File: config.mk
export PLATFORM = sky130hd
export DESIGN_NAME = acp_top
export DESIGN_NICKNAME = d
export VERILOG_FILES = /design/src/acp_pkg.sv /design/src/acp_top.sv
export SDC_FILE = /design/constraint.sdc
export NUM_CORES = 2
export LEC_CHECK = 0
export ABC_AREA = 1
export ABC_CLOCK_PERIOD_IN_PS = 6540
export BUFFER_PORTS_ARGS = -buffer_cell sky130_fd_sc_hd__buf_2
export CAP_MARGIN = 20
export CORE_MARGIN = 2
export CORE_UTILIZATION = 40
export CTS_CLUSTER_DIAMETER = 60
export DETAILED_ROUTE_END_ITERATION = 7
export GPL_ROUTABILITY_DRIVEN = 0
export PLACE_DENSITY = 0.6
export RECOVER_POWER = 50
export SYNTH_ARGS = -nofsm -noshare
export SYNTH_HDL_FRONTEND = slang
export SYNTH_SLANG_ARGS = --single-unit
File: constraint.sdc
create_clock -name pclk -period 6.54 [get_ports pclk]
set_input_delay 1.308 -clock pclk [delete_from_list [all_inputs] [get_ports pclk]]
set_output_delay 1.308 -clock pclk [all_outputs]
set_load 0.01 [all_outputs]
File: src/acp_pkg.sv
`default_nettype none
package acp_pkg;
   // Register byte offsets on the APB slave.
   localparam logic [7:0] ACP_OFS_CTRL = 8'h00;
   localparam logic [7:0] ACP_OFS_POLL = 8'h04;
   localparam logic [7:0] ACP_OFS_TX_PORT = 8'h08;
   localparam logic [7:0] ACP_OFS_RX_PORT = 8'h0c;
   localparam logic [7:0] ACP_OFS_TX_DATA = 8'h10;
   localparam logic [7:0] ACP_OFS_RX_DATA = 8'h14;
   localparam logic [7:0] ACP_OFS_STATUS = 8'h18;
   localparam logic [7:0] ACP_OFS_PORT_STAT = 8'h1c;
   // Control register fields.
   localparam int ACP_CTRL_MULTI = 0;
   localparam int ACP_CTRL_OCTET = 1;
   localparam int ACP_CTRL_HEC = 2;
   localparam int ACP_CTRL_COSET = 3;
   localparam int ACP_CTRL_TXEN = 4;
   localparam int ACP_CTRL_RXEN = 5;
   localparam int ACP_CTRL_W = 6;
   localparam logic [5:0] ACP_CTRL_RST = 6'h00;
   // Status register fields.
   localparam int ACP_ST_TXFULL = 0;
   localparam int ACP_ST_RXFULL = 2;
   localparam int ACP_ST_TXBUSY = 4;
   // Device addressing and polling.
   localparam int ACP_ADDR_W = 5;
   localparam logic [4:0] ACP_SINGLE_ADDR = 5'h1f;
   localparam logic [4:0] ACP_POLL_MAX = 5'h19;
   localparam logic [4:0] ACP_POLL_RST = 5'h00;
   localparam logic [4:0] ACP_PORT_RST = 5'h00;
   // Cell layout.
   localparam logic [5:0] ACP_CELL_LAST = 6'h34;
   localparam logic [5:0] ACP_LOAD_LAST_HEC = 6'h33;
   localparam logic [5:0] ACP_HEC_POS = 6'h04;
   localparam int ACP_BUF_BYTES = 64;
   localparam logic [7:0] ACP_COSET = 8'h55;
   localparam logic [7:0] ACP_CRC_POLY = 8'h07;
   localparam int ACP_RX_MARGIN = 4;

   typedef enum logic [2:0] {
      ACP_TX_IDLE = 3'b001,
      ACP_TX_SEL = 3'b010,
      ACP_TX_SEND = 3'b100
   } acp_tx_state_t;

   // Header checksum residue update for one byte.
   function automatic logic [7:0] acp_crc8(input logic [7:0] crc,
                                           input logic [7:0] d);
      logic [7:0] c;
      c = crc ^ d;
      for (int i = 0; i < 8; i++) begin
         c = c[7] ? ((c << 1) ^ ACP_CRC_POLY) : (c << 1);
      end
      return c;
   endfunction : acp_crc8
endpackage : acp_pkg
`default_nettype wire

File: src/acp_top.sv
// The placing of the registers and the APB register port were chosen for this implementation.
`timescale 1ns/1ps
`default_nettype none
////////////////////////////////////////////////////////////////////////////////
module acp_fifo #(
   parameter int WIDTH = 9,
   parameter int DEPTH = 32
) (
   input wire logic clk,
   input wire logic rst_n,
   input wire logic in_valid,
   input wire logic [WIDTH-1:0] in_data,
   output logic in_ready,
   input wire logic out_ready,
   output logic out_valid,
   output logic [WIDTH-1:0] out_data,
   output logic [$clog2(DEPTH):0] level
);
   localparam int AW = $clog2(DEPTH);
   generate
      if (DEPTH < 2 || (1 << AW) != DEPTH) begin : g_bad_depth
         $error("FIFO depth must be a power of two of at least two.");
      end
   endgenerate
   logic [WIDTH-1:0] mem [0:DEPTH-1];
   logic [AW:0] wr_ptr;
   logic [AW:0] rd_ptr;
   logic push;
   logic pop;
   assign level = wr_ptr - rd_ptr;
   assign in_ready = level != (AW+1)'(DEPTH);
   assign out_valid = level != '0;
   assign out_data = mem[rd_ptr[AW-1:0]];
   assign push = in_valid & in_ready;
   assign pop = out_valid & out_ready;
   always_ff @(posedge clk) begin
      if (push) begin
         mem[wr_ptr[AW-1:0]] <= in_data;
      end
   end
   always_ff @(posedge clk or negedge rst_n) begin
      if (!rst_n) begin
         wr_ptr <= '0;
         rd_ptr <= '0;
      end else begin
         if (push) begin
            wr_ptr <= wr_ptr + 1'b1;
         end
         if (pop) begin
            rd_ptr <= rd_ptr + 1'b1;
         end
      end
   end
endmodule : acp_fifo
////////////////////////////////////////////////////////////////////////////////
module acp_top import acp_pkg::*; #(
   parameter int RX_FIFO_DEPTH = 32
) (
   input wire logic pclk,
   input wire logic presetn,
   input wire logic psel,
   input wire logic penable,
   input wire logic pwrite,
   input wire logic [7:0] paddr,
   input wire logic [31:0] pwdata,
   output logic [31:0] prdata,
   output logic pready,
   output logic pslverr,
   input wire logic link_clk,
   output logic [7:0] tx_data,
   output logic tx_soc,
   output logic tx_enb_n,
   input wire logic tx_clav,
   output logic [ACP_ADDR_W-1:0] transmit_device_select,
   input wire logic [7:0] rx_data,
   input wire logic rx_soc,
   output logic rx_enb_n,
   input wire logic rx_clav,
   output logic [ACP_ADDR_W-1:0] receive_device_select
);
   generate
      if (RX_FIFO_DEPTH < 2 * ACP_RX_MARGIN) begin : g_bad_fifo
         $error("Receive FIFO too shallow for the stop margin.");
      end
   endgenerate
   localparam int LW = $clog2(RX_FIFO_DEPTH) + 1;
   localparam logic [LW-1:0] RX_STOP = LW'(RX_FIFO_DEPTH - ACP_RX_MARGIN);

   logic [ACP_CTRL_W-1:0] ctrl;
   logic [4:0] poll_limit;
   logic [4:0] tx_port;
   logic [4:0] rx_port;
   logic [4:0] next_poll_limit;
   logic apb_req;
   logic apb_done;
   logic tx_wr;
   logic rx_rd;
   logic [7:0] tx_mem [0:2*ACP_BUF_BYTES-1];
   logic [7:0] rx_mem [0:2*ACP_BUF_BYTES-1];
   logic [1:0] tx_full;
   logic [1:0] rx_full;
   logic tx_wr_buf;
   logic tx_rd_buf;
   logic rx_wr_buf;
   logic rx_rd_buf;
   logic [5:0] tx_wr_idx;
   logic [5:0] rx_wr_idx;
   logic [5:0] rx_rd_idx;
   logic [4:0] tx_cell_port [0:1];
   logic [5:0] load_last;
   logic [11:0] sync_a;
   logic [11:0] sync_b;
   logic link_prev;
   logic link_rise;
   logic tx_clav_s;
   logic rx_clav_s;
   acp_tx_state_t tx_state;
   logic [5:0] tx_cnt;
   logic [5:0] tx_src_idx;
   logic [7:0] crc;
   logic [7:0] hec_byte;
   logic can_go;
   logic tx_last;
   logic go_sel;
   logic go_send;
   logic poll_phase;
   logic [4:0] poll_idx;
   logic [31:0] port_status;
   logic rx_push;
   logic fifo_in_ready;
   logic fifo_out_valid;
   logic fifo_out_ready;
   logic [8:0] fifo_out;
   logic [LW-1:0] fifo_level;
   logic [5:0] rx_pos;

   ////////////////////////////////////////////////////////////////////////////
   // Core interface: APB slave with one wait state.
   assign apb_req = psel & penable & ~pready;
   assign apb_done = psel & penable & pready & ~pslverr;
   assign tx_wr = apb_done & pwrite & (paddr == ACP_OFS_TX_DATA);
   assign rx_rd = apb_done & ~pwrite & (paddr == ACP_OFS_RX_DATA);
   assign next_poll_limit = (pwdata[4:0] > ACP_POLL_MAX) ?
                            ACP_POLL_MAX : pwdata[4:0];

   always_ff @(posedge pclk or negedge presetn) begin
      if (!presetn) begin
         pready <= 1'b0;
      end else begin
         pready <= apb_req;
      end
   end

   always_ff @(posedge pclk or negedge presetn) begin
      if (!presetn) begin
         prdata <= 32'h0000_0000;
         pslverr <= 1'b0;
      end else if (apb_req) begin
         prdata <= 32'h0000_0000;
         pslverr <= 1'b0;
         if (paddr == ACP_OFS_CTRL) begin
            prdata[ACP_CTRL_W-1:0] <= ctrl;
         end else if (paddr == ACP_OFS_POLL) begin
            prdata[4:0] <= poll_limit;
         end else if (paddr == ACP_OFS_TX_PORT) begin
            prdata[4:0] <= tx_port;
         end else if (paddr == ACP_OFS_RX_PORT) begin
            prdata[4:0] <= rx_port;
         end else if (paddr == ACP_OFS_TX_DATA) begin
            pslverr <= pwrite & tx_full[tx_wr_buf];
         end else if (paddr == ACP_OFS_RX_DATA) begin
            pslverr <= ~pwrite & ~rx_full[rx_rd_buf];
            prdata[7:0] <= rx_full[rx_rd_buf] ?
                           rx_mem[{rx_rd_buf, rx_rd_idx}] : 8'h00;
         end else if (paddr == ACP_OFS_STATUS) begin
            prdata[ACP_ST_TXFULL +: 2] <= tx_full;
            prdata[ACP_ST_RXFULL +: 2] <= rx_full;
            prdata[ACP_ST_TXBUSY] <= tx_state != ACP_TX_IDLE;
         end else if (paddr == ACP_OFS_PORT_STAT) begin
            prdata <= port_status;
         end else begin
            pslverr <= 1'b1;
         end
      end
   end

   always_ff @(posedge pclk or negedge presetn) begin
      if (!presetn) begin
         ctrl <= ACP_CTRL_RST;
         poll_limit <= ACP_POLL_RST;
         tx_port <= ACP_PORT_RST;
         rx_port <= ACP_PORT_RST;
      end else if (apb_done && pwrite) begin
         if (paddr == ACP_OFS_CTRL) begin
            ctrl <= pwdata[ACP_CTRL_W-1:0];
         end else if (paddr == ACP_OFS_POLL) begin
            poll_limit <= next_poll_limit;
         end else if (paddr == ACP_OFS_TX_PORT) begin
            tx_port <= pwdata[4:0];
         end else if (paddr == ACP_OFS_RX_PORT) begin
            rx_port <= pwdata[4:0];
         end
      end
   end

   ////////////////////////////////////////////////////////////////////////////
   // Transmit cell buffers: core fills one while the link drains the other.
   assign load_last = ctrl[ACP_CTRL_HEC] ? ACP_LOAD_LAST_HEC : ACP_CELL_LAST;

   always_ff @(posedge pclk) begin
      if (tx_wr) begin
         tx_mem[{tx_wr_buf, tx_wr_idx}] <= pwdata[7:0];
      end
   end

   always_ff @(posedge pclk or negedge presetn) begin
      if (!presetn) begin
         tx_wr_buf <= 1'b0;
         tx_wr_idx <= 6'h00;
         tx_cell_port[0] <= ACP_PORT_RST;
         tx_cell_port[1] <= ACP_PORT_RST;
      end else if (tx_wr) begin
         if (tx_wr_idx == load_last) begin
            tx_wr_idx <= 6'h00;
            tx_wr_buf <= ~tx_wr_buf;
            tx_cell_port[tx_wr_buf] <= tx_port;
         end else begin
            tx_wr_idx <= tx_wr_idx + 6'h01;
         end
      end
   end

   always_ff @(posedge pclk or negedge presetn) begin
      if (!presetn) begin
         tx_full <= 2'b00;
      end else begin
         for (int b = 0; b < 2; b++) begin
            if (tx_wr && tx_wr_idx == load_last && tx_wr_buf == b[0]) begin
               tx_full[b] <= 1'b1;
            end else if (tx_last && tx_rd_buf == b[0]) begin
               tx_full[b] <= 1'b0;
            end
         end
      end
   end

   ////////////////////////////////////////////////////////////////////////////
   // Link inputs: two flip-flops, then edge detection on the link clock.
   always_ff @(posedge pclk or negedge presetn) begin
      if (!presetn) begin
         sync_a <= 12'h000;
         sync_b <= 12'h000;
         link_prev <= 1'b0;
      end else begin
         sync_a <= {link_clk, tx_clav, rx_clav, rx_soc, rx_data};
         sync_b <= sync_a;
         link_prev <= sync_b[11];
      end
   end
   assign link_rise = sync_b[11] & ~link_prev;
   assign tx_clav_s = sync_b[10];
   assign rx_clav_s = sync_b[9];

   ////////////////////////////////////////////////////////////////////////////
   // Transmit module.
   assign tx_src_idx = (ctrl[ACP_CTRL_HEC] && tx_cnt > ACP_HEC_POS) ?
                       6'(tx_cnt - 6'h01) : tx_cnt;
   assign hec_byte = crc ^ (ctrl[ACP_CTRL_COSET] ? ACP_COSET : 8'h00);
   assign can_go = ctrl[ACP_CTRL_MULTI] | ~ctrl[ACP_CTRL_OCTET] |
                   tx_clav_s;
   assign tx_last = link_rise & (tx_state == ACP_TX_SEND) & can_go &
                    (tx_cnt == ACP_CELL_LAST);
   assign go_sel = ctrl[ACP_CTRL_TXEN] & tx_full[tx_rd_buf] &
                   ctrl[ACP_CTRL_MULTI] &
                   port_status[tx_cell_port[tx_rd_buf]];
   assign go_send = ctrl[ACP_CTRL_TXEN] & tx_full[tx_rd_buf] &
                    ~ctrl[ACP_CTRL_MULTI] & tx_clav_s;

   always_ff @(posedge pclk or negedge presetn) begin
      if (!presetn) begin
         tx_state <= ACP_TX_IDLE;
         tx_cnt <= 6'h00;
         crc <= 8'h00;
         tx_data <= 8'h00;
         tx_soc <= 1'b0;
         tx_enb_n <= 1'b1;
         tx_rd_buf <= 1'b0;
      end else if (link_rise) begin
         case (tx_state)
            ACP_TX_IDLE: begin
               tx_enb_n <= 1'b1;
               tx_soc <= 1'b0;
               tx_cnt <= 6'h00;
               crc <= 8'h00;
               if (go_sel) begin
                  tx_state <= ACP_TX_SEL;
               end else if (go_send) begin
                  tx_state <= ACP_TX_SEND;
               end
            end
            ACP_TX_SEL: begin
               tx_state <= ACP_TX_SEND;
            end
            ACP_TX_SEND: begin
               if (can_go) begin
                  tx_enb_n <= 1'b0;
                  tx_soc <= tx_cnt == 6'h00;
                  if (ctrl[ACP_CTRL_HEC] && tx_cnt == ACP_HEC_POS) begin
                     tx_data <= hec_byte;
                  end else begin
                     tx_data <= tx_mem[{tx_rd_buf, tx_src_idx}];
                  end
                  if (tx_cnt < ACP_HEC_POS) begin
                     crc <= acp_crc8(crc, tx_mem[{tx_rd_buf, tx_src_idx}]);
                  end
                  tx_cnt <= tx_cnt + 6'h01;
                  if (tx_cnt == ACP_CELL_LAST) begin
                     tx_state <= ACP_TX_IDLE;
                     tx_rd_buf <= ~tx_rd_buf;
                  end
               end else begin
                  tx_enb_n <= 1'b1;
                  tx_soc <= 1'b0;
               end
            end
            default: begin
               tx_state <= ACP_TX_IDLE;
            end
         endcase
      end
   end

   // Round-robin polling: drive an address, sample readiness next link cycle.
   always_ff @(posedge pclk or negedge presetn) begin
      if (!presetn) begin
         poll_phase <= 1'b0;
         poll_idx <= ACP_POLL_RST;
         port_status <= 32'h0000_0000;
      end else if (!ctrl[ACP_CTRL_MULTI]) begin
         poll_phase <= 1'b0;
         poll_idx <= ACP_POLL_RST;
      end else if (link_rise && tx_state == ACP_TX_IDLE) begin
         if (go_sel) begin
            port_status[tx_cell_port[tx_rd_buf]] <= 1'b0;
         end
         poll_phase <= ~poll_phase;
         if (poll_phase) begin
            port_status[poll_idx] <= tx_clav_s;
            poll_idx <= (poll_idx >= poll_limit) ?
                        ACP_POLL_RST : poll_idx + 5'h01;
         end
      end
   end

   always_ff @(posedge pclk or negedge presetn) begin
      if (!presetn) begin
         transmit_device_select <= ACP_SINGLE_ADDR;
         receive_device_select <= ACP_SINGLE_ADDR;
      end else if (!ctrl[ACP_CTRL_MULTI]) begin
         transmit_device_select <= ACP_SINGLE_ADDR;
         receive_device_select <= ACP_SINGLE_ADDR;
      end else begin
         receive_device_select <= rx_port;
         if (link_rise && tx_state == ACP_TX_IDLE) begin
            if (go_sel) begin
               transmit_device_select <= tx_cell_port[tx_rd_buf];
            end else if (!poll_phase) begin
               transmit_device_select <= poll_idx;
            end
         end
      end
   end

   ////////////////////////////////////////////////////////////////////////////
   // Receive module: link bytes enter a FIFO, which drains into cell buffers.
   assign rx_push = link_rise & ~rx_enb_n;

   always_ff @(posedge pclk or negedge presetn) begin
      if (!presetn) begin
         rx_enb_n <= 1'b1;
      end else if (link_rise) begin
         rx_enb_n <= ~(ctrl[ACP_CTRL_RXEN] & rx_clav_s &
                       (fifo_level <= RX_STOP));
      end
   end

   acp_fifo #(.WIDTH(9), .DEPTH(RX_FIFO_DEPTH)) u_rx_fifo (
      .clk(pclk),
      .rst_n(presetn),
      .in_valid(rx_push),
      .in_data(sync_b[8:0]),
      .in_ready(fifo_in_ready),
      .out_ready(fifo_out_ready),
      .out_valid(fifo_out_valid),
      .out_data(fifo_out),
      .level(fifo_level)
   );

   assign fifo_out_ready = ~rx_full[rx_wr_buf];
   assign rx_pos = fifo_out[8] ? 6'h00 : rx_wr_idx;

   always_ff @(posedge pclk) begin
      if (fifo_out_valid && fifo_out_ready) begin
         rx_mem[{rx_wr_buf, rx_pos}] <= fifo_out[7:0];
      end
   end

   always_ff @(posedge pclk or negedge presetn) begin
      if (!presetn) begin
         rx_wr_buf <= 1'b0;
         rx_wr_idx <= 6'h00;
      end else if (fifo_out_valid && fifo_out_ready) begin
         if (rx_pos == ACP_CELL_LAST) begin
            rx_wr_idx <= 6'h00;
            rx_wr_buf <= ~rx_wr_buf;
         end else begin
            rx_wr_idx <= rx_pos + 6'h01;
         end
      end
   end

   always_ff @(posedge pclk or negedge presetn) begin
      if (!presetn) begin
         rx_rd_buf <= 1'b0;
         rx_rd_idx <= 6'h00;
      end else if (rx_rd) begin
         if (rx_rd_idx == ACP_CELL_LAST) begin
            rx_rd_idx <= 6'h00;
            rx_rd_buf <= ~rx_rd_buf;
         end else begin
            rx_rd_idx <= rx_rd_idx + 6'h01;
         end
      end
   end

   always_ff @(posedge pclk or negedge presetn) begin
      if (!presetn) begin
         rx_full <= 2'b00;
      end else begin
         for (int b = 0; b < 2; b++) begin
            if (fifo_out_valid && fifo_out_ready &&
                rx_pos == ACP_CELL_LAST && rx_wr_buf == b[0]) begin
               rx_full[b] <= 1'b1;
            end else if (rx_rd && rx_rd_idx == ACP_CELL_LAST &&
                         rx_rd_buf == b[0]) begin
               rx_full[b] <= 1'b0;
            end
         end
      end
   end
endmodule : acp_top
`default_nettype wire

==> results.rst <==
.. list-table::
   :header-rows: 1

   * - Metric
     - Value
   * - Reg-to-reg setup timing slack
     - 0.93 ns
   * - Number of enable-type register cells in the synthesized netlist
     - 2,336
   * - Start of the worst register-to-register path
     - u_rx_fifo.rd_ptr[0]
   * - Count of pins on the block boundary
     - 112
   * - Clock tree from TritonCTS
     - yes
   * - Horizontal die dimension
     - 515 um
   * - Largest net degree at the start of global routing
     - about 200
   * - Clock group share of total power
     - 0.387
   * - Detailed-placement wirelength estimate
     - 164,000 um
   * - Critical path data arrival time
     - 6.11 ns
   * - Number of setup buffers added after CTS
     - 0
   * - Syn Inst Count
     - approximately 8.8k
   * - DR top layer
     - met4
   * - Sink count of the clock tree
     - 2,540
   * - Initial antenna violation count
     - 7
   * - Largest driver fanout on the critical path
     - 76
   * - Worst reg2reg endpoint
     - rx_mem[127][4]
   * - Vias after detailed routing
     - 69.7k
   * - Standby leakage power
     - 39.5 nW
   * - Max rail drop VDD
     - 0.386 mV
   * - Cell type contributing the most total cell area after synthesis
     - sky130_fd_sc_hd__edfxtp_1
   * - Master of the slowest instance on the critical path
     - sky130_fd_sc_hd__clkinvlp_2
   * - Dominant cells by area after synthesis
     - sky130_fd_sc_hd__edfxtp_1, sky130_fd_sc_hd__o21ai_0, sky130_fd_sc_hd__dfrtp_1
   * - Vias in the first global route
     - 66.6k
   * - Final cycle utilization of the critical path
     - 0.857
   * - Vias per std cell
     - 5.62
   * - Number of nets produced by synthesis
     - between 8k and 9k
   * - Total global-route track usage
     - 0.208
   * - Relative slew slack
     - -2.08
   * - Proportion of power drawn by flip-flops and latches
     - 0.475
   * - Most numerous cell types in the synthesized netlist
     - sky130_fd_sc_hd__edfxtp_1, sky130_fd_sc_hd__nor2_1, sky130_fd_sc_hd__nand2_1
   * - Warnings, synthesis
     - 0
   * - Routed wl met2
     - 132,000 um
   * - Actual transition at the worst max-transition pin
     - 4.61 ns
   * - CP Class
     - flip-flop to flip-flop
   * - Post-route minimum period
     - 5.61 ns
   * - Post-detailed-route DRC marker count
     - 0
   * - Final hold vios
     - 0
   * - CP cell instances
     - clkinv_2 > buf_4 > o21ai_0 > o22ai_1 > o211ai_1 > nand3_1 > o21ai_0 > clkinvlp_2 > buf_4
   * - Routed length on met3
     - 21,900 um
   * - Async set-or-reset flop fraction in the synthesized netlist
     - 0.0803
   * - Number of CTS-inserted buffers
     - 275
   * - Total Negative Setup Slacks
     - 0 ns
   * - Internal power
     - 27.6 mW
   * - Clock slew at reported path FFs
     - 0.06 ns
   * - Vertical die dimension
     - 515 um
   * - Worst hold slack after final layout
     - about 0.35 ns
   * - Synthesized area per cell
     - 11.9 sq um
   * - Outcome
     - finished, violations left
   * - WL met1
     - roughly 120,000 um
   * - Path depth of the worst reg2reg path
     - 9
   * - Switching part of the total power
     - 0.264
   * - Count of cells resized by post-cts repair
     - 0
   * - Post-detailed-route wirelength per cell
     - 22.8 um
   * - H-tree depth
     - 5
   * - Area fraction of the dominant cell type after synthesis
     - 0.671
   * - Cell type group with the largest total delay on the critical path
     - buffers and inverters
   * - Pre-Repair DR Iteration Count
     - 8
   * - Wire length of the first global-routing pass
     - roughly 420,000 um
   * - Number of design-rule violations left by the first detailed-router iteration
     - 7,931
   * - Total Routed Length
     - about 280,000 um
   * - Critical Path Source Type
     - flip-flop
   * - Comb power frac
     - 0.138
   * - Total of endpoints with negative setup slack in the final report
     - 0
   * - Clock Skew
     - 0.0463 ns
   * - Final count of pins violating max slew
     - about 1.3k
   * - Power density over the cells
     - ~320 nW/um^2
   * - Max-Cap Viols
     - 28
   * - Synthesized cell area
     - 104,000 sq um
   * - Fraction of final layout cells sized beyond drive strength 1
     - 0.0690
   * - Source of the worst hold timing path
     - sync_a[1]
   * - Required time reported for the critical path endpoint
     - 7.04 ns
   * - Clock latency reported for the late side of the worst-skew pair
     - 0.90 ns
   * - Std-Cell Rows
     - 187
   * - Clock tree root buffer cell
     - sky130_fd_sc_hd__clkbuf_16
   * - Die ar.
     - between 200,000 and 300,000 sq um
   * - Placeable core region
     - 260,000 sq um
   * - Count of state elements after synthesis
     - approximately 2.5k
   * - Tightest Hold Check Type
     - flip-flop to flip-flop
   * - Sum of overflow across all layers after global routing
     - 0
   * - Sequential-to-total area share from yosys stat
     - 0.720
   * - Number of port buffers
     - 87
   * - Starting Density
     - 0.402
   * - Crit-path max cell delay
     - 1.76 ns
   * - Post-Layout Cell Count
     - 12.4k
   * - Count of buffer and inverter cells on the critical path
     - 4
   * - Max frequency
     - 178 MHz
   * - Net Switching
     - between 9 and 10 mW
   * - Terminating pin of the worst hold path
     - sync_b[1]
   * - Hold-critical path depth
     - 0
   * - Setup repair after global routing missed its margin
     - false
   * - Violated checks
     - max-capacitance violations, max-slew violations
   * - Number of hold buffers added after cts
     - 0
   * - Top-count cell post-synth
     - sky130_fd_sc_hd__edfxtp_1
   * - Main flop type after synthesis
     - sky130_fd_sc_hd__edfxtp_1
   * - Distinct cells, synth
     - between 50 and 60
   * - Number of nets in the layout
     - 8,897
   * - Kind of end point of the critical path
     - flip-flop
   * - Number of antenna-violating nets in the routed design
     - 0
   * - Area growth, synth to finish
     - 11.5%
   * - Maximum root-to-sink buffer count
     - 4
   * - Inst Count DP
     - 11.9k
## cells in the final DEF, fill, tap and decap left out, types with 5 or more instances in the layout
master / synthesis / routed
sky130_fd_sc_hd__nand2_1: 1248 / 1246
sky130_fd_sc_hd__o21ai_1: 20 / 20
sky130_fd_sc_hd__xor2_1: 20 / 19
sky130_fd_sc_hd__clkbuf_2: 0 / 7
sky130_fd_sc_hd__o22ai_1: 414 / 414
sky130_fd_sc_hd__or2_2: 11 / 10
sky130_fd_sc_hd__dfrtp_1: 191 / 186
sky130_fd_sc_hd__inv_4: 0 / 7
sky130_fd_sc_hd__edfxtp_1: 2336 / 2336
sky130_fd_sc_hd__inv_2: 8 / 8
sky130_fd_sc_hd__clkbuf_8: 0 / 6
sky130_fd_sc_hd__nand4_1: 21 / 21
sky130_fd_sc_hd__xnor2_1: 9 / 9
sky130_fd_sc_hd__nand2_2: 5 / 7
sky130_fd_sc_hd__clkbuf_1: 324 / 161
sky130_fd_sc_hd__a21oi_1: 73 / 73
sky130_fd_sc_hd__o221ai_1: 30 / 30
sky130_fd_sc_hd__nor3_1: 40 / 40
sky130_fd_sc_hd__o32ai_1: 5 / 5
sky130_fd_sc_hd__dfstp_2: 13 / 10
sky130_fd_sc_hd__buf_2: 136 / 25
sky130_fd_sc_hd__o211ai_1: 79 / 79
sky130_fd_sc_hd__a21o_1: 5 / 5
sky130_fd_sc_hd__bufinv_16: 0 / 12
sky130_fd_sc_hd__inv_1: 373 / 360
sky130_fd_sc_hd__clkinv_1: 7 / 50
sky130_fd_sc_hd__o21ai_0: 1089 / 1089
sky130_fd_sc_hd__nor2_1: 1250 / 1249
sky130_fd_sc_hd__buf_4: 46 / 139
sky130_fd_sc_hd__clkbuf_16: 0 / 282
sky130_fd_sc_hd__o31ai_1: 8 / 8
sky130_fd_sc_hd__clkinv_2: 0 / 40
sky130_fd_sc_hd__a31oi_1: 29 / 29
sky130_fd_sc_hd__nand3_1: 840 / 840
sky130_fd_sc_hd__a221oi_1: 8 / 8
sky130_fd_sc_hd__o21bai_1: 47 / 47
sky130_fd_sc_hd__buf_12: 0 / 24
sky130_fd_sc_hd__ha_1: 27 / 27
## registers in the layout (all words and copies together), names as in the netlist, 10 cells and up
signal and flops:
port_status 32, prdata 32, rx_mem 1024, sync_a 12
sync_b 12, tx_cell_port 10, tx_mem 1024, u_rx_fifo.mem 288
## cells by family (layout without fill, tap and decap cells)
family	after synthesis	after routing	share of synthesized area
buffers and inverters	935	1137	0.0391
XOR/XNOR	30	30	0.00259
AO/OA/AOI/OAI	1829	1829	0.0986
AND/OR/NAND/NOR	3434	3434	0.136
adder cells (fa/ha/maj)	27	27	0.00323
multiplexers	1	1	0.000108
flip-flops	2540	2540	0.720
other	0	1	0
## power groups by stage
stage	clock network (mW)	registers (mW)	logic [mW]
after floorplan	0	18.1	3.74
after global placement	0	18.2	5.10
after detailed placement	0	18.2	5.16
after CTS	14.7	17.8	5.18
after global routing	15.4	17.8	5.74
final	14.5	17.8	5.17
## final cells by class
class,instances,area [sq um]
Sequential cell,2540,75300
Fill cell,23400,143000
Multi-Input combinational cell,5321,25200
Timing Repair Buffer,287,2060
Antenna cell,1,2.50
Inverter,388,1490
Clock inverter,103,806
Clock buffer,359,7410
Tap cell,3402,4260
## metrics by stage
step	cell area (sq um)	total power, mW	utilization	setup slack, ns
2_1_floorplan	104000	21.9	-	2.60
3_3_place_gp	108000	23.3	0.418	1.68
3_5_place_dp	108000	23.3	0.418	1.60
4_1_cts	117000	37.7	0.449	1.68
5_1_grt	117000	38.9	0.449	0.628
6_report	117000	37.5	0.449	0.933
## routing by layer
metal	global-route usage	vias up
met5	0	-
met1	0.290	34500
met4	0.0731	0
met2	0.332	2993
li1	-	31700
met3	0.0307	565
## worst max path at each step
stage | startpoint | to | slack (ns) | cells after the start
after floorplan | u_rx_fifo.rd_ptr[1] | rx_mem[52][0] | 2.60 | 18
after global placement | paddr[7] | tx_mem[107][4] | 1.68 | 11
after detailed placement | paddr[7] | tx_mem[115][5] | 1.60 | 11
after CTS | tx_cnt[0] | crc[2] | 1.68 | 25
after global routing | u_rx_fifo.rd_ptr[1] | rx_mem[49][2] | 0.63 | 9
final | u_rx_fifo.rd_ptr[0] | rx_mem[127][4] | 0.93 | 9
(Power assumes the default switching activity.)
